[config.mk]
export PLATFORM = sky130hd
export DESIGN_NAME = tsm_slot_mux
export DESIGN_NICKNAME = d
export VERILOG_FILES = /design/src/logic/tsm_pkg.sv /design/src/logic/tsm_alloc_check.sv /design/src/logic/tsm_slot_mux.sv
export VERILOG_INCLUDE_DIRS = /design/src /design/src/logic
export SDC_FILE = /design/constraint.sdc
export NUM_CORES = 1
export LEC_CHECK = 0
export BUFFER_PORTS_ARGS = -buffer_cell sky130_fd_sc_hd__buf_2
export CAP_MARGIN = 20
export CORE_MARGIN = 5
export CORE_UTILIZATION = 53
export DETAILED_ROUTE_END_ITERATION = 8
export GPL_TIMING_DRIVEN = 0
export PLACE_DENSITY = 0.78
export SYNTH_ARGS = -nofsm -noshare
export SYNTH_HDL_FRONTEND = slang
export SYNTH_SLANG_ARGS = --single-unit
[constraint.sdc]
create_clock -name clk_in -period 9.7 [get_ports clk_in]
set_clock_uncertainty 0.2 [all_clocks]
set_input_delay 0.97 -clock clk_in [delete_from_list [all_inputs] [get_ports clk_in]]
set_output_delay 0.97 -clock clk_in [all_outputs]
set_load 0.03 [all_outputs]
[src/logic/tsm_regs.svh]
// Constants for the tributary slot multiplexer
// Summary of operation
// RULE1 - In the 40-slot container, multiframe index n selects slot n+1 overhead.
// RULE2 - Asynchronous units exist only for order pairs 0-1, 1-2, 1-3, 2-3.
// RULE3 - Generic units accept ts ranges 1..8, 1..32, 1..80, 1..20, 1..40.
// RULE4 - Asynchronous unit overhead is four bytes per slot, one may carry payload.
// RULE5 - Asynchronous per-slot overhead follows used slots, spacing may be uneven.
// RULE6 - 2.5G asynchronous payload sizes 952x16, 238x64, 952x64.
// RULE7 - 1.25G asynchronous payload sizes 1904x8, 952x32, 238x128, 952x128.
// RULE8 - Generic unit payload is j*ts columns by r rows, six overhead bytes.
// RULE9 - Generic (j,r) per order: (476,32) (119,128) (95,160) (952,16) (476,32).
// RULE10 - Generic unit overhead rides in its highest-numbered allocated slot.
// RULE11 - Order pair 0-1 uses one of the two order-1 slots.
// RULE12 - Pair 1-2 uses one of four 2.5G slots or two ascending of eight.
// RULE13 - Pair 1-3 uses one of sixteen 2.5G slots or two ascending of 32.
// RULE14 - Pair 2-3 uses four ascending of 16 or eight ascending of 32.
// RULE15 - Any ascending, non-consecutive slot choice is accepted.
// RULE16 - Generic unit uses ts ascending 1.25G slots of 8, 32, 80, 20 or 40.
// RULE17 - Container overhead flags the multiframe identifier for order 4.
// RULE18 - Report 1.25G allocations equal to the 2.5G form.
// RULE19 - Asynchronous overhead is three control bytes plus one opportunity byte.
// RULE20 - Generic overhead sits in columns 15 and 16, rows 1 to 3.
// RULE21 - Reject and flag non-ascending, out-of-range or miscounted allocations.
// RULE22 - Multiframe counter visits every slot overhead once, ascending.
`ifndef TSM_REGS_SVH
`define TSM_REGS_SVH
`define TSM_TS_O1 7'h02
`define TSM_TS_O2 7'h08
`define TSM_TS_O2_25 7'h04
`define TSM_TS_O3 7'h20
`define TSM_TS_O3_25 7'h10
`define TSM_TS_O4 7'h50
`define TSM_TS_O25 7'h14
`define TSM_TS_O50 7'h28
`define TSM_REQ_ONE 7'h01
`define TSM_REQ_TWO 7'h02
`define TSM_REQ_23_25 7'h04
`define TSM_REQ_23 7'h08
`define TSM_C01 15'h0770
`define TSM_C_WIDE 15'h03B8
`define TSM_C_NARROW 15'h00EE
`define TSM_R01 8'h08
`define TSM_R12_25 8'h10
`define TSM_R13_25 8'h40
`define TSM_R12 8'h20
`define TSM_R13 8'h80
`define TSM_J2 15'h01DC
`define TSM_J3 15'h0077
`define TSM_J4 15'h005F
`define TSM_J25 15'h03B8
`define TSM_R4 8'hA0
`define TSM_OH_AMP 3'h4
`define TSM_OH_GMP 3'h6
`define TSM_JC_BYTES 3'h3
`define TSM_NJO_BYTES 3'h1
`define TSM_COL_GMP 5'h0F
`define TSM_COL_AMP 5'h10
`define TSM_GMP_ROWS 3'h3
`endif

[src/logic/tsm_pkg.sv]
// Types and shared helpers for the tributary slot multiplexer
`include "tsm_regs.svh"
package tsm_pkg;
  typedef enum logic [3:0] {
    TSM_AMP01, TSM_AMP12, TSM_AMP13, TSM_AMP23,
    TSM_GMP2, TSM_GMP3, TSM_GMP4, TSM_GMP25, TSM_GMP50
  } tsm_unit_t;

  function automatic logic tsm_is_gmp(input tsm_unit_t u);
    tsm_is_gmp = (u >= TSM_GMP2);
  endfunction : tsm_is_gmp

  // Slots in the container at the chosen granularity
  function automatic logic [6:0] tsm_slots(input tsm_unit_t u, input logic g25);
    case (u)
      TSM_AMP01: tsm_slots = `TSM_TS_O1; // RULE11
      TSM_AMP12, TSM_GMP2: tsm_slots = g25 ? `TSM_TS_O2_25 : `TSM_TS_O2; // RULE12
      TSM_AMP13, TSM_AMP23, TSM_GMP3:
        tsm_slots = g25 ? `TSM_TS_O3_25 : `TSM_TS_O3; // RULE13 RULE14
      TSM_GMP4: tsm_slots = `TSM_TS_O4; // RULE16
      TSM_GMP25: tsm_slots = `TSM_TS_O25;
      TSM_GMP50: tsm_slots = `TSM_TS_O50;
      default: tsm_slots = 7'h00;
    endcase
  endfunction : tsm_slots

  // Slots a unit must occupy
  function automatic logic [6:0] tsm_req(input tsm_unit_t u, input logic g25,
                                         input logic [6:0] ts);
    case (u)
      TSM_AMP01: tsm_req = `TSM_REQ_ONE;
      TSM_AMP12, TSM_AMP13: tsm_req = g25 ? `TSM_REQ_ONE : `TSM_REQ_TWO;
      TSM_AMP23: tsm_req = g25 ? `TSM_REQ_23_25 : `TSM_REQ_23; // RULE14
      default: tsm_req = ts;
    endcase
  endfunction : tsm_req

  // Legal unit, granularity and ts combination
  function automatic logic tsm_cfg_ok(input tsm_unit_t u, input logic g25,
                                      input logic [6:0] ts);
    case (u)
      TSM_AMP12, TSM_AMP13, TSM_AMP23: tsm_cfg_ok = 1'b1; // RULE2
      TSM_AMP01: tsm_cfg_ok = !g25;
      TSM_GMP2, TSM_GMP3, TSM_GMP4, TSM_GMP25, TSM_GMP50:
        tsm_cfg_ok = !g25 && ts != 7'h00 && ts <= tsm_slots(u, 1'b0); // RULE3
      default: tsm_cfg_ok = 1'b0;
    endcase
  endfunction : tsm_cfg_ok

  // Payload columns
  function automatic logic [14:0] tsm_cols(input tsm_unit_t u, input logic [6:0] ts);
    case (u)
      TSM_AMP01: tsm_cols = `TSM_C01; // RULE7
      TSM_AMP12, TSM_AMP23: tsm_cols = `TSM_C_WIDE; // RULE6
      TSM_AMP13: tsm_cols = `TSM_C_NARROW;
      TSM_GMP2, TSM_GMP50: tsm_cols = 15'(`TSM_J2 * {8'h00, ts}); // RULE8 RULE9
      TSM_GMP3: tsm_cols = 15'(`TSM_J3 * {8'h00, ts});
      TSM_GMP4: tsm_cols = 15'(`TSM_J4 * {8'h00, ts});
      TSM_GMP25: tsm_cols = 15'(`TSM_J25 * {8'h00, ts});
      default: tsm_cols = 15'h0000;
    endcase
  endfunction : tsm_cols

  // Payload rows
  function automatic logic [7:0] tsm_rows(input tsm_unit_t u, input logic g25);
    case (u)
      TSM_AMP01: tsm_rows = `TSM_R01; // RULE7
      TSM_AMP12, TSM_GMP2, TSM_GMP50: tsm_rows = (g25 && u == TSM_AMP12) ?
        `TSM_R12_25 : `TSM_R12; // RULE6 RULE9
      TSM_AMP13, TSM_AMP23, TSM_GMP3: tsm_rows = (g25 && u != TSM_GMP3) ?
        `TSM_R13_25 : `TSM_R13;
      TSM_GMP4: tsm_rows = `TSM_R4;
      TSM_GMP25: tsm_rows = `TSM_R12_25;
      default: tsm_rows = 8'h00;
    endcase
  endfunction : tsm_rows
endpackage : tsm_pkg

[src/logic/tsm_alloc_check.sv]
// Streamed slot allocation checker
`timescale 1ns/1ps
module tsm_alloc_check #(
  parameter int MAX_TS = 80
) (
  input wire logic clk_in, // System clock
  input wire logic sys_rst_in, // Async reset, active high
  input wire tsm_pkg::tsm_unit_t unit_in, // Unit type
  input wire logic g25_in, // 2.5G slots when high
  input wire logic [6:0] ts_in, // Generic slot count
  input wire logic start_in, // Begin new allocation
  input wire logic valid_in, // Slot number valid
  input wire logic [6:0] slot_in, // Slot number, 1-based
  input wire logic last_in, // Final slot of allocation
  output logic [MAX_TS-1:0] map_out, // Allocated slot bitmap
  output logic [6:0] last_slot_out, // Highest slot
  output logic acc_out, // Accept pulse
  output logic err_out // Reject pulse
);
  logic busy_q;
  logic bad_q;
  logic [6:0] cnt_q;
  logic bad_now;

  // Ascending, range and count checks on the current slot
  assign bad_now = bad_q || slot_in <= last_slot_out || // RULE15 RULE21
                   slot_in > tsm_pkg::tsm_slots(unit_in, g25_in) ||
                   cnt_q >= tsm_pkg::tsm_req(unit_in, g25_in, ts_in) ||
                   !tsm_pkg::tsm_cfg_ok(unit_in, g25_in, ts_in);

  // Collect slots and decide at the last one
  always_ff @(posedge clk_in or posedge sys_rst_in)
  begin
    if (sys_rst_in)
    begin
      map_out <= '0;
      last_slot_out <= 7'h00;
      cnt_q <= 7'h00;
      bad_q <= 1'b0;
      busy_q <= 1'b0;
      acc_out <= 1'b0;
      err_out <= 1'b0;
    end
    else
    begin
      acc_out <= 1'b0;
      err_out <= 1'b0;
      if (start_in)
      begin
        map_out <= '0;
        last_slot_out <= 7'h00;
        cnt_q <= 7'h00;
        bad_q <= 1'b0;
        busy_q <= 1'b1;
      end
      else if (busy_q && valid_in)
      begin
        if (slot_in != 7'h00 && slot_in <= 7'(MAX_TS))
          map_out[7'(slot_in - 7'h01)] <= 1'b1;
        last_slot_out <= slot_in;
        cnt_q <= 7'(cnt_q + 7'h01);
        bad_q <= bad_now;
        if (last_in)
        begin
          busy_q <= 1'b0;
          if (bad_now || 7'(cnt_q + 7'h01) != tsm_pkg::tsm_req(unit_in, g25_in, ts_in))
            err_out <= 1'b1; // RULE21
          else
            acc_out <= 1'b1;
        end
      end
    end
  end
endmodule : tsm_alloc_check

[src/logic/tsm_slot_mux.sv]
// Tributary slot multiplexer: allocation, multiframe and overhead placement
`timescale 1ns/1ps
`include "tsm_regs.svh"
module tsm_slot_mux #(
  parameter int MAX_TS = 80
) (
  input wire logic clk_in, // System clock, 25 MHz
  input wire logic sys_rst_in, // Async reset, active high
  input wire logic frame_start_in, // One pulse per frame
  input wire tsm_pkg::tsm_unit_t unit_in, // Unit type to provision
  input wire logic g25_in, // 2.5G slots when high
  input wire logic [6:0] ts_in, // Generic slot count
  input wire logic prov_start_in, // Start allocation
  input wire logic prov_valid_in, // Slot number valid
  input wire logic [6:0] prov_slot_in, // Slot number, 1-based
  input wire logic prov_last_in, // Final slot
  output logic alloc_ok_out, // Last completed allocation accepted
  output logic alloc_err_out, // Allocation rejected
  output logic [6:0] mf_id_out, // Multiframe index
  output logic [6:0] tsoh_owner_out, // Slot owning this overhead
  output logic tsoh_mine_out, // Slot belongs to the unit
  output logic tsoh_unit_oh_out, // Unit overhead here
  output logic tsoh_rsv_out, // Overhead bytes reserved
  output logic [2:0] oh_bytes_out, // Unit overhead bytes
  output logic oh_njo_out, // One byte may carry payload
  output logic [4:0] oh_col_out, // First overhead column
  output logic [2:0] oh_rows_out, // Overhead rows
  output logic [14:0] pay_cols_out, // Payload columns
  output logic [7:0] pay_rows_out, // Payload rows
  output logic omfi_en_out, // Identifier byte present
  output logic equiv_out // 1.25G form equals 2.5G form
);
  tsm_pkg::tsm_unit_t live_unit_q;
  logic live_g25_q;
  logic [6:0] live_ts_q;
  logic [MAX_TS-1:0] live_map_q;
  logic [6:0] live_last_q;
  logic live_q;
  logic [6:0] mf_q;
  logic [6:0] per;
  logic wrap;
  logic gmp_live;
  logic mine;
  logic unit_oh;
  logic [MAX_TS-1:0] chk_map;
  logic [6:0] chk_last;
  logic chk_acc;
  logic chk_err;

  // Allocation checker
  tsm_alloc_check #(
    .MAX_TS(MAX_TS)
  ) tsm_alloc_check_inst (
    .clk_in(clk_in),
    .sys_rst_in(sys_rst_in),
    .unit_in(unit_in),
    .g25_in(g25_in),
    .ts_in(ts_in),
    .start_in(prov_start_in),
    .valid_in(prov_valid_in),
    .slot_in(prov_slot_in),
    .last_in(prov_last_in),
    .map_out(chk_map),
    .last_slot_out(chk_last),
    .acc_out(chk_acc),
    .err_out(chk_err)
  );

  // Configuration in force, taken only on acceptance
  always_ff @(posedge clk_in or posedge sys_rst_in)
  begin
    if (sys_rst_in)
    begin
      live_unit_q <= tsm_pkg::TSM_AMP01;
      live_g25_q <= 1'b0;
      live_ts_q <= 7'h00;
      live_map_q <= '0;
      live_last_q <= 7'h00;
      live_q <= 1'b0;
    end
    else if (chk_acc)
    begin
      live_unit_q <= unit_in;
      live_g25_q <= g25_in;
      live_ts_q <= ts_in;
      live_map_q <= chk_map;
      live_last_q <= chk_last;
      live_q <= 1'b1;
    end
  end

  // Acceptance and rejection flags; a reject wins over a new start
  always_ff @(posedge clk_in or posedge sys_rst_in)
  begin
    if (sys_rst_in)
    begin
      alloc_ok_out <= 1'b0;
      alloc_err_out <= 1'b0;
    end
    else
    begin
      if (chk_err)
      begin
        alloc_err_out <= 1'b1; // RULE21
        alloc_ok_out <= 1'b0;
      end
      else if (chk_acc)
      begin
        alloc_err_out <= 1'b0;
        alloc_ok_out <= 1'b1;
      end
      else if (prov_start_in)
        alloc_err_out <= 1'b0;
    end
  end

  // Multiframe length follows the live container, else the requested one
  assign per = live_q ? tsm_pkg::tsm_slots(live_unit_q, live_g25_q) :
                        tsm_pkg::tsm_slots(unit_in, g25_in);
  assign wrap = ({1'b0, mf_q} + 8'h01) >= {1'b0, per};
  assign gmp_live = tsm_pkg::tsm_is_gmp(live_unit_q);

  // Multiframe counter, one slot overhead per frame in ascending order
  always_ff @(posedge clk_in or posedge sys_rst_in)
  begin
    if (sys_rst_in)
      mf_q <= 7'h00;
    else if (frame_start_in)
      mf_q <= wrap ? 7'h00 : 7'(mf_q + 7'h01); // RULE22
  end

  // Ownership of the current slot overhead
  assign mine = live_q && mf_q < 7'(MAX_TS) && live_map_q[mf_q];
  assign unit_oh = gmp_live ? (mine && 7'(mf_q + 7'h01) == live_last_q) : // RULE10
                   mine; // RULE5

  // Slot overhead position outputs
  always_ff @(posedge clk_in or posedge sys_rst_in)
  begin
    if (sys_rst_in)
    begin
      mf_id_out <= 7'h00;
      tsoh_owner_out <= 7'h01;
      tsoh_mine_out <= 1'b0;
      tsoh_unit_oh_out <= 1'b0;
      tsoh_rsv_out <= 1'b1;
    end
    else
    begin
      mf_id_out <= mf_q; // RULE1
      tsoh_owner_out <= 7'(mf_q + 7'h01); // RULE1
      tsoh_mine_out <= mine;
      tsoh_unit_oh_out <= unit_oh;
      tsoh_rsv_out <= !unit_oh;
    end
  end

  // Overhead layout of the slot carrying unit overhead
  always_ff @(posedge clk_in or posedge sys_rst_in)
  begin
    if (sys_rst_in)
    begin
      oh_bytes_out <= 3'h0;
      oh_njo_out <= 1'b0;
      oh_col_out <= 5'h00;
      oh_rows_out <= 3'h0;
    end
    else if (!unit_oh)
    begin
      oh_bytes_out <= 3'h0;
      oh_njo_out <= 1'b0;
      oh_col_out <= 5'h00;
      oh_rows_out <= 3'h0;
    end
    else if (gmp_live)
    begin
      oh_bytes_out <= `TSM_OH_GMP; // RULE8
      oh_njo_out <= 1'b0;
      oh_col_out <= `TSM_COL_GMP; // RULE20
      oh_rows_out <= `TSM_GMP_ROWS;
    end
    else
    begin
      oh_bytes_out <= `TSM_OH_AMP; // RULE4
      oh_njo_out <= 1'b1; // RULE4
      oh_col_out <= `TSM_COL_AMP;
      oh_rows_out <= `TSM_JC_BYTES + `TSM_NJO_BYTES; // RULE19
    end
  end

  // Payload size and container overhead content
  always_ff @(posedge clk_in or posedge sys_rst_in)
  begin
    if (sys_rst_in)
    begin
      pay_cols_out <= 15'h0000;
      pay_rows_out <= 8'h00;
      omfi_en_out <= 1'b0;
    end
    else
    begin
      pay_cols_out <= live_q ? tsm_pkg::tsm_cols(live_unit_q, live_ts_q) : 15'h0000;
      pay_rows_out <= live_q ? tsm_pkg::tsm_rows(live_unit_q, live_g25_q) : 8'h00;
      omfi_en_out <= live_q && live_unit_q == tsm_pkg::TSM_GMP4; // RULE17
    end
  end

  // Equivalence of 1.25G and 2.5G forms
  always_ff @(posedge clk_in or posedge sys_rst_in)
  begin
    if (sys_rst_in)
      equiv_out <= 1'b0;
    else if (!live_q || live_g25_q)
      equiv_out <= 1'b0;
    else if (live_unit_q == tsm_pkg::TSM_AMP12)
      equiv_out <= live_map_q[7:4] == live_map_q[3:0]; // RULE18
    else if (live_unit_q == tsm_pkg::TSM_AMP13 || live_unit_q == tsm_pkg::TSM_AMP23)
      equiv_out <= live_map_q[31:16] == live_map_q[15:0]; // RULE18
    else
      equiv_out <= 1'b0;
  end

  // Counter wraps to zero at the end of the multiframe
  AST_MF_WRAP: assert property (@(posedge clk_in) disable iff (sys_rst_in) // RULE22
    frame_start_in && wrap |=> mf_q == 7'h00)
    else $error("multiframe did not wrap");

  // Counter advances by one per frame
  AST_MF_STEP: assert property (@(posedge clk_in) disable iff (sys_rst_in) // RULE22
    frame_start_in && !wrap |=> mf_q == 7'($past(mf_q) + 7'h01))
    else $error("multiframe step wrong");

  // Overhead owner is index plus one
  AST_OWNER: assert property (@(posedge clk_in) disable iff (sys_rst_in) // RULE1
    !frame_start_in ##1 !frame_start_in |-> tsoh_owner_out == 7'(mf_q + 7'h01))
    else $error("overhead owner wrong");

  // Forty-slot container keeps index within 0..39
  AST_MF40: assert property (@(posedge clk_in) disable iff (sys_rst_in) // RULE1
    live_q && per == `TSM_TS_O50 |-> mf_q < `TSM_TS_O50)
    else $error("index beyond forty slots");

  // Generic overhead only in the last allocated slot
  AST_GMP_LAST: assert property (@(posedge clk_in) disable iff (sys_rst_in) // RULE10
    tsoh_unit_oh_out && oh_bytes_out == `TSM_OH_GMP |-> tsoh_owner_out == $past(live_last_q))
    else $error("generic overhead in wrong slot");

  // Every slot of an asynchronous unit gets four bytes
  AST_AMP_EACH: assert property (@(posedge clk_in) disable iff (sys_rst_in) // RULE5
    live_q && !gmp_live && mine |=> tsoh_unit_oh_out && oh_bytes_out == `TSM_OH_AMP && oh_njo_out)
    else $error("asynchronous overhead missing");

  // Rejection shows on the flag and clears acceptance
  AST_REJECT: assert property (@(posedge clk_in) disable iff (sys_rst_in) // RULE21
    chk_err |=> alloc_err_out && !alloc_ok_out ##1 alloc_err_out || prov_start_in)
    else $error("reject not flagged");

  // Generic overhead columns and rows
  AST_GMP_OH: assert property (@(posedge clk_in) disable iff (sys_rst_in) // RULE20
    live_q && gmp_live && unit_oh |=> oh_col_out == `TSM_COL_GMP && oh_rows_out == `TSM_GMP_ROWS)
    else $error("generic overhead position wrong");

  // Index holds between frame pulses
  AST_MF_HOLD: assert property (@(posedge clk_in) disable iff (sys_rst_in) // RULE22
    !frame_start_in |=> mf_q == $past(mf_q))
    else $error("multiframe index moved without frame");

  // Acceptance puts the allocation in force and clears the reject flag
  AST_ACCEPT: assert property (@(posedge clk_in) disable iff (sys_rst_in) // RULE21
    chk_acc |=> alloc_ok_out && !alloc_err_out && live_q)
    else $error("accept not applied");

  // Asynchronous overhead sits in column 16 over four rows
  AST_AMP_OH: assert property (@(posedge clk_in) disable iff (sys_rst_in) // RULE19
    live_q && !gmp_live && unit_oh |=> oh_col_out == `TSM_COL_AMP && oh_rows_out == 3'h4)
    else $error("asynchronous overhead position wrong");

  // Slots without unit overhead show no overhead layout
  AST_OH_IDLE: assert property (@(posedge clk_in) disable iff (sys_rst_in) // RULE4
    !unit_oh |=> oh_bytes_out == 3'h0 && !oh_njo_out && oh_col_out == 5'h00)
    else $error("overhead layout left in empty slot");

  // Generic overhead is six bytes with no payload byte
  AST_GMP_NJO: assert property (@(posedge clk_in) disable iff (sys_rst_in) // RULE8
    gmp_live && unit_oh |=> oh_bytes_out == `TSM_OH_GMP && !oh_njo_out)
    else $error("generic overhead size wrong");

  // Identifier byte flagged only for the order-4 generic unit
  AST_OMFI: assert property (@(posedge clk_in) disable iff (sys_rst_in) // RULE17
    omfi_en_out |-> $past(live_q) && $past(live_unit_q) == tsm_pkg::TSM_GMP4)
    else $error("identifier flag for wrong unit");

  // 2.5G allocations never report the equivalence
  AST_EQUIV_G25: assert property (@(posedge clk_in) disable iff (sys_rst_in) // RULE18
    live_q && live_g25_q |=> !equiv_out)
    else $error("equivalence on 2.5G form");

  // Main scenarios
  CV_WRAP: cover property (@(posedge clk_in) disable iff (sys_rst_in)
    frame_start_in && wrap && live_q);
  CV_ACCEPT: cover property (@(posedge clk_in) disable iff (sys_rst_in) chk_acc);
  CV_REJECT: cover property (@(posedge clk_in) disable iff (sys_rst_in) chk_err);
  CV_GMP_OH: cover property (@(posedge clk_in) disable iff (sys_rst_in)
    tsoh_unit_oh_out && oh_bytes_out == `TSM_OH_GMP);
  CV_EQUIV: cover property (@(posedge clk_in) disable iff (sys_rst_in)
    equiv_out);
endmodule : tsm_slot_mux

Word level (Yosys, flattened, before mapping)
Memory sizes are Yosys's and may differ from the RTL's.
Index checks and enable logic that the tools add are counted.
Widths: inputs -> output; s select.

storage, ports and cells
  ROM bits = 96
  register bits = 261
  memories kept = 1
  bits of input ports = 25

memories
  name             depth  bits a word  rd ports  clocked after Yosys merged registers in  write ports  RTL line       RTL
  (no name shown)  16     6            1         0                                        0            tsm_pkg.sv:15  case (u)

operators by class
  muxes and demuxes = 62
  add/subtract/negate cells = 4
  multiply operators = 4
  reductions and logical operators = 43
  bitwise operators = 1
  equality and inequality tests = 21
  magnitude comparators = 11

operator list
  cell                  number
  $mux 80               3
  $pmux 15 s7           1
  $pmux 7 s6            2
  $or 80x80->80         1
  $mux 7                10
  $pmux 8 s5            1
  $eq 4x3->1 const B    8
  $mul 7x7->14 const A  2
  $mux 1                26
  $pmux 7 s3            1
  $mux 6                3
  $eq 16x16->1          1
  $eq 4x2->1 const B    4
  $lt 7x8->1 const B    2
  $mux 8                2
  $mux 15               1
  $add 7x1->7 const B   2
  $le 7x7->1            2
  $reduce_bool 7->1     2
  $mul 7x7->13 const A  1
  $mul 7x7->12 const A  1
  $reduce_or 3->1       4
  $logic_and 1x1->1     11
  $mux 5                2
  29 further kinds      53

Depth between registers and ports, before layout
  depth in word-level cells = 13
  gate-level depth with buffers = 16
  mapped depth without buffers = 16

Modules after synthesis
Synthesis repeated with hierarchy kept, for this count alone.

second synthesis, totals
  cells, all modules = 1407
  area, all modules = 14538.9 sq um

modules (own cells, without submodules)
  module           cells each  seq. area each (sq um)  instances  area an instance (sq um)
  tsm_slot_mux     849         3756.1                  1          9461.6
  tsm_alloc_check  558         2452.4                  1          5077.4

Worst setup path before layout
Ideal clock, no wire load.

  path type = reg-to-reg
  from = register live_ts_q[4]
  to = register pay_cols_out[12]
  path slack = 4944 ps
  required time = 9364 ps
  buffers on the path = 0
  stages on the path, launching flop included = 17
  clock period less this slack = 4756 ps
  library setup time = 136 ps
  arrival = 4419 ps
  cells stage by stage = dfrtp_1 -> fa_1 -> inv_1 -> fa_1 -> inv_1 -> fa_1 -> inv_1 -> fa_1 -> inv_1 -> ha_1 -> or3_1 -> o22ai_1 -> o221ai_1 -> a21oi_1 -> xnor2_1 -> a222oi_1 -> a21oi_1

between the ends
  longest elaborated chain between the ends = 3

RTL lines
  item                                                   RTL line             RTL
  start, declared                                        tsm_slot_mux.sv:35   logic [6:0] live_ts_q;
  start signal, assigned                                 tsm_slot_mux.sv:85   live_ts_q <= ts_in;
  $mul 7x7->12 (no source line) (tied with other cells)  n/a
  $pmux 15 s7 *                                          tsm_pkg.sv:52        case (u)
  $mux 15 *                                              tsm_slot_mux.sv:202  pay_cols_out <= live_q ? tsm_pkg::tsm_cols(live_unit_q, live_ts_q) : 15'h0000;
  end signal, assigned                                   tsm_slot_mux.sv:202
  end, declared                                          tsm_slot_mux.sv:28   output logic [14:0] pay_cols_out,

Mark *: on every way between the ends. The rest lies on a longest branch, timed or not.
A chain may end at the register's enable or synchronous reset.

Final worst setup path
Same ends and word-level chain as after synthesis.

==> results.ini <==
[sta]
whs_ps = 172
period_minus_slack_ps = 5250
setup_viol = 0
fmax_ghz = 0.190
slew_violations = 0
fin_crit_sh = 0.542
rsz0062_at_grt = false
slew_headroom = 0.373
fin_tns_setup_ps = 0
tightest_slew_ps = 933
hold_violations = 0

[logic_synthesis]
synth.distinct_cells = 77
synth-seq-cells = 248
synth_seq_area_share = 0.432
synth-edff-count = 0
synth_top_flop_cell = dfrtp_1
syn_area_per_cell_um2 = 10.5
syn-instance-count = 1367
synth_warnings = 0
ys_async_sr_fraction = 1.00
syn_area_mm2 = 0.0144
yosys.area.top_type = dfrtp_1
synth_top_area_frac = 0.429
synthTopCellsByArea = dfrtp_1 43%, ha_1 8.4%, mux2_2 7.1%

[setup_path]
worst_setup_path_start_kind = flop
r2r-start = live_ts_q[4]$_DFFE_PP0P_
crit_start = live_ts_q[4]$_DFFE_PP0P_
worstSetupPathType = flop to flop
crit_fanout = 6
cp.required_ps = 9880
cp-end-kind = flop
worstPathArrival_ps = 5430

[floorplan]
ios = 81
die_area_mm2 = 0.0305
die_x_um = 175
initial_core_util = 0.536
die_y_um = 175
rows = 60
coreArea_mm2 = 0.0268

[drt]
viasPerCell = 5.82
dr_total_vias = 10700
drcViolationCount = 0
drt-total-wl_um = 34900
highest_layer = met5
met3WireLength_um = 2320
route.met2.wl_um = 16400
post_drt_wl_per_cell_um = 19.0
postRouteAntennaNets = 0
drt_first_pass_iters = 6
drtIter0Drc = 821
met1_length_um = 14900

[placement]
port_buffers = 73
dp_hpwl_um = 25000
place.gp.congestion = 0.902
post-place-cells = 1786

[outcome]
status = finished, final reports clean

[clock_network]
clk_latency_ps = 540
ctsResizeCount = 0
cts_sinks = 248
cts_root_buf = clkbuf_16
cts-hold-fix-buffers = 0
cts_buffer_depth = 3
cts_made_buffers = 26
cts_max_level = 1
cts_tree = built
clk_pin_slew_ps = 70
cts_setup_buffers = 0

[power_and_ir_drop]
leakagePower_nw = 7.81
pwr_density_cell_mw_per_mm2 = 166
power_mw = 2.67
pwr-share-seq = 0.404
internal-power_mw = 1.88
p_sw_frac = 0.297
pwr-share-clk = 0.382
p_sw_uw = 794
pwr-share-comb = 0.214
peakVddDrop_mv = 0.170

[worst_hold_path]
hold_path.class = flop to flop
min_from = mf_q[3]$_DFFE_PP0P_

[layout]
final_cells = 1837
layout-drive-gt1-share = 0.179
syn_to_final_growth_pct = 12.1
num-nets-final = 1623

[global_route]
grt_pass1_vias = 10800
grt_max_degree = 131
grt.overflow.total = 0
antenna_found_initial = 5
grt_use_total = 0.228
grt_pass1_wl_um = 57000

[run]
maxCapViolCount = 0

==> flip-flops by register name (all words and copies together), names as in the netlist, 4 cells and up <==
name / cells
tsoh_owner_out: 7
mf_id_out: 7
tsm_alloc_check_inst.cnt_q: 7
mf_q: 7
live_ts_q: 7
live_map_q: 80
tsm_alloc_check_inst.map_out: 80
tsm_alloc_check_inst.last_slot_out: 7
pay_rows_out: 5
pay_cols_out: 15
live_last_q: 7
live_unit_q: 4
==> cell usage after synthesis, types with 5 or more instances <==
master      n
buf_1      13
dfrtp_1   246
mux4_2     13
buf_4      14
ha_1       96
xor2_1     36
nor3_1     25
or2_2       5
inv_1      77
o21ai_0    44
mux4_1     10
o22ai_1    14
and3_1     10
o21a_1      6
nand2_1    78
fa_1       28
a21oi_1   136
nand4_1    11
mux2i_1    17
nand2b_1   10
nand3b_1    7
nor2_1    146
xnor2_1    32
nor4_1      9
mux2_2     90
a21o_1     13
a211oi_1    5
nand3_1    18
clkbuf_1   55
o31ai_1     5
a31oi_1     8
nor2b_1     7
==> worst max-delay path, cell delays in order, from the launching register on <==
cell and delay (ps):
dfrtp_1 490, fa_1 670, inv_1 150, fa_1 550, inv_1 50, fa_1 540, inv_1 50, fa_1 490
inv_1 40, ha_1 200, or3_1 340, o22ai_1 340, nor3_1 80, a31oi_1 150, o211ai_1 160, a222oi_1 420
a21oi_1 160
==> placed cells by master, fill, tap and decap left out, types with 5 or more instances in the layout <==
cell type  netlist  final
a21o_1          13     13
nor4_1           9      9
a21oi_1        136    136
nand2b_1        10     10
nor2b_1          7      7
ha_1            96     96
mux4_1          10     10
buf_4           14     14
buf_2            2     76
o22ai_1         14     14
xnor2_1         32     32
mux2i_1         17     17
and3_1          10     10
fa_1            28     28
clkbuf_16        0     26
dfrtp_1        246    246
nor2_1         146    146
a31oi_1          8      8
nand2_1         78     78
nand3b_1         7      7
mux4_2          13     13
nand3_1         18     18
o21a_1           6      6
xor2_1          36     36
o31ai_1          5      5
clkinv_2         0      5
a211oi_1         5      5
clkbuf_1        55     60
inv_1           77     76
nand4_1         11     11
buf_1           13     13
o21ai_0         44     44
or2_2            5      5
mux2_2          90     90
nor3_1          25     25
==> cell type report <==
type	count	area [um2]
repair buffers	76	405
multi-input cells	954	7430
flip-flops and latches	248	6210
well taps	341	427
diodes	2	5.00
clock buffers	35	724
fillers	2089	10700
plain buffers	88	427
inverters	80	308
clock inverters	13	163
==> path summary, 6_finish.rpt <==
kind                                                    to  slack, ps  cells after the start
worst max-delay path            pay_cols_out[12]$_DFF_PP0_       4450                     16
worst min-delay path                mf_id_out[3]$_DFF_PP0_        170                      0
worst max register to register  pay_cols_out[12]$_DFF_PP0_       4450                     16
worst min register to register      mf_id_out[3]$_DFF_PP0_        170                      0
max in group asynchronous       pay_cols_out[12]$_DFF_PP0_       7820                      3
min in group asynchronous         live_ts_q[6]$_DFFE_PP0P_        370                      2
==> cells by family after synthesis <==
group / share of synthesized area
and+or+nand+nor: 0.120
AOI/OAI and AO/OA: 0.111
DFF: 0.432
buffers and inverters: 0.0506
muxes: 0.121
adders and majority gates: 0.123
xor gates and xnor gates: 0.0415
other: 0.000261
==> layer usage <==
| metal | up-vias | global-route usage |
|---|---|---|
| met5 | - | 0.00481 |
| met4 | 6 | 0.0756 |
| met3 | 88 | 0.0459 |
| met2 | 373 | 0.376 |
| met1 | 5238 | 0.305 |
| li1 | 4994 | - |
==> power groups by stage <==
stage          logic, mW  registers, mW  clock network, mW
4_1_cts            0.567           1.08               1.04
2_1_floorplan      0.396           1.12                  0
3_3_place_gp       0.546           1.10                  0
5_1_grt            0.632           1.08               1.08
3_5_place_dp       0.563           1.10                  0
6_report           0.572           1.08               1.02
==> per-stage QoR <==
step / util / worst slack [ps] / cell area [um2]
final: 0.601 / 4450 / 16100
after CTS: 0.600 / 4480 / 16100
after global placement: 0.566 / -611 / 15200
after floorplan: - / 1720 / 14400
after global routing: 0.601 / 4120 / 16100
after detailed placement: 0.567 / 4510 / 15200
(Power assumes the default switching activity.)
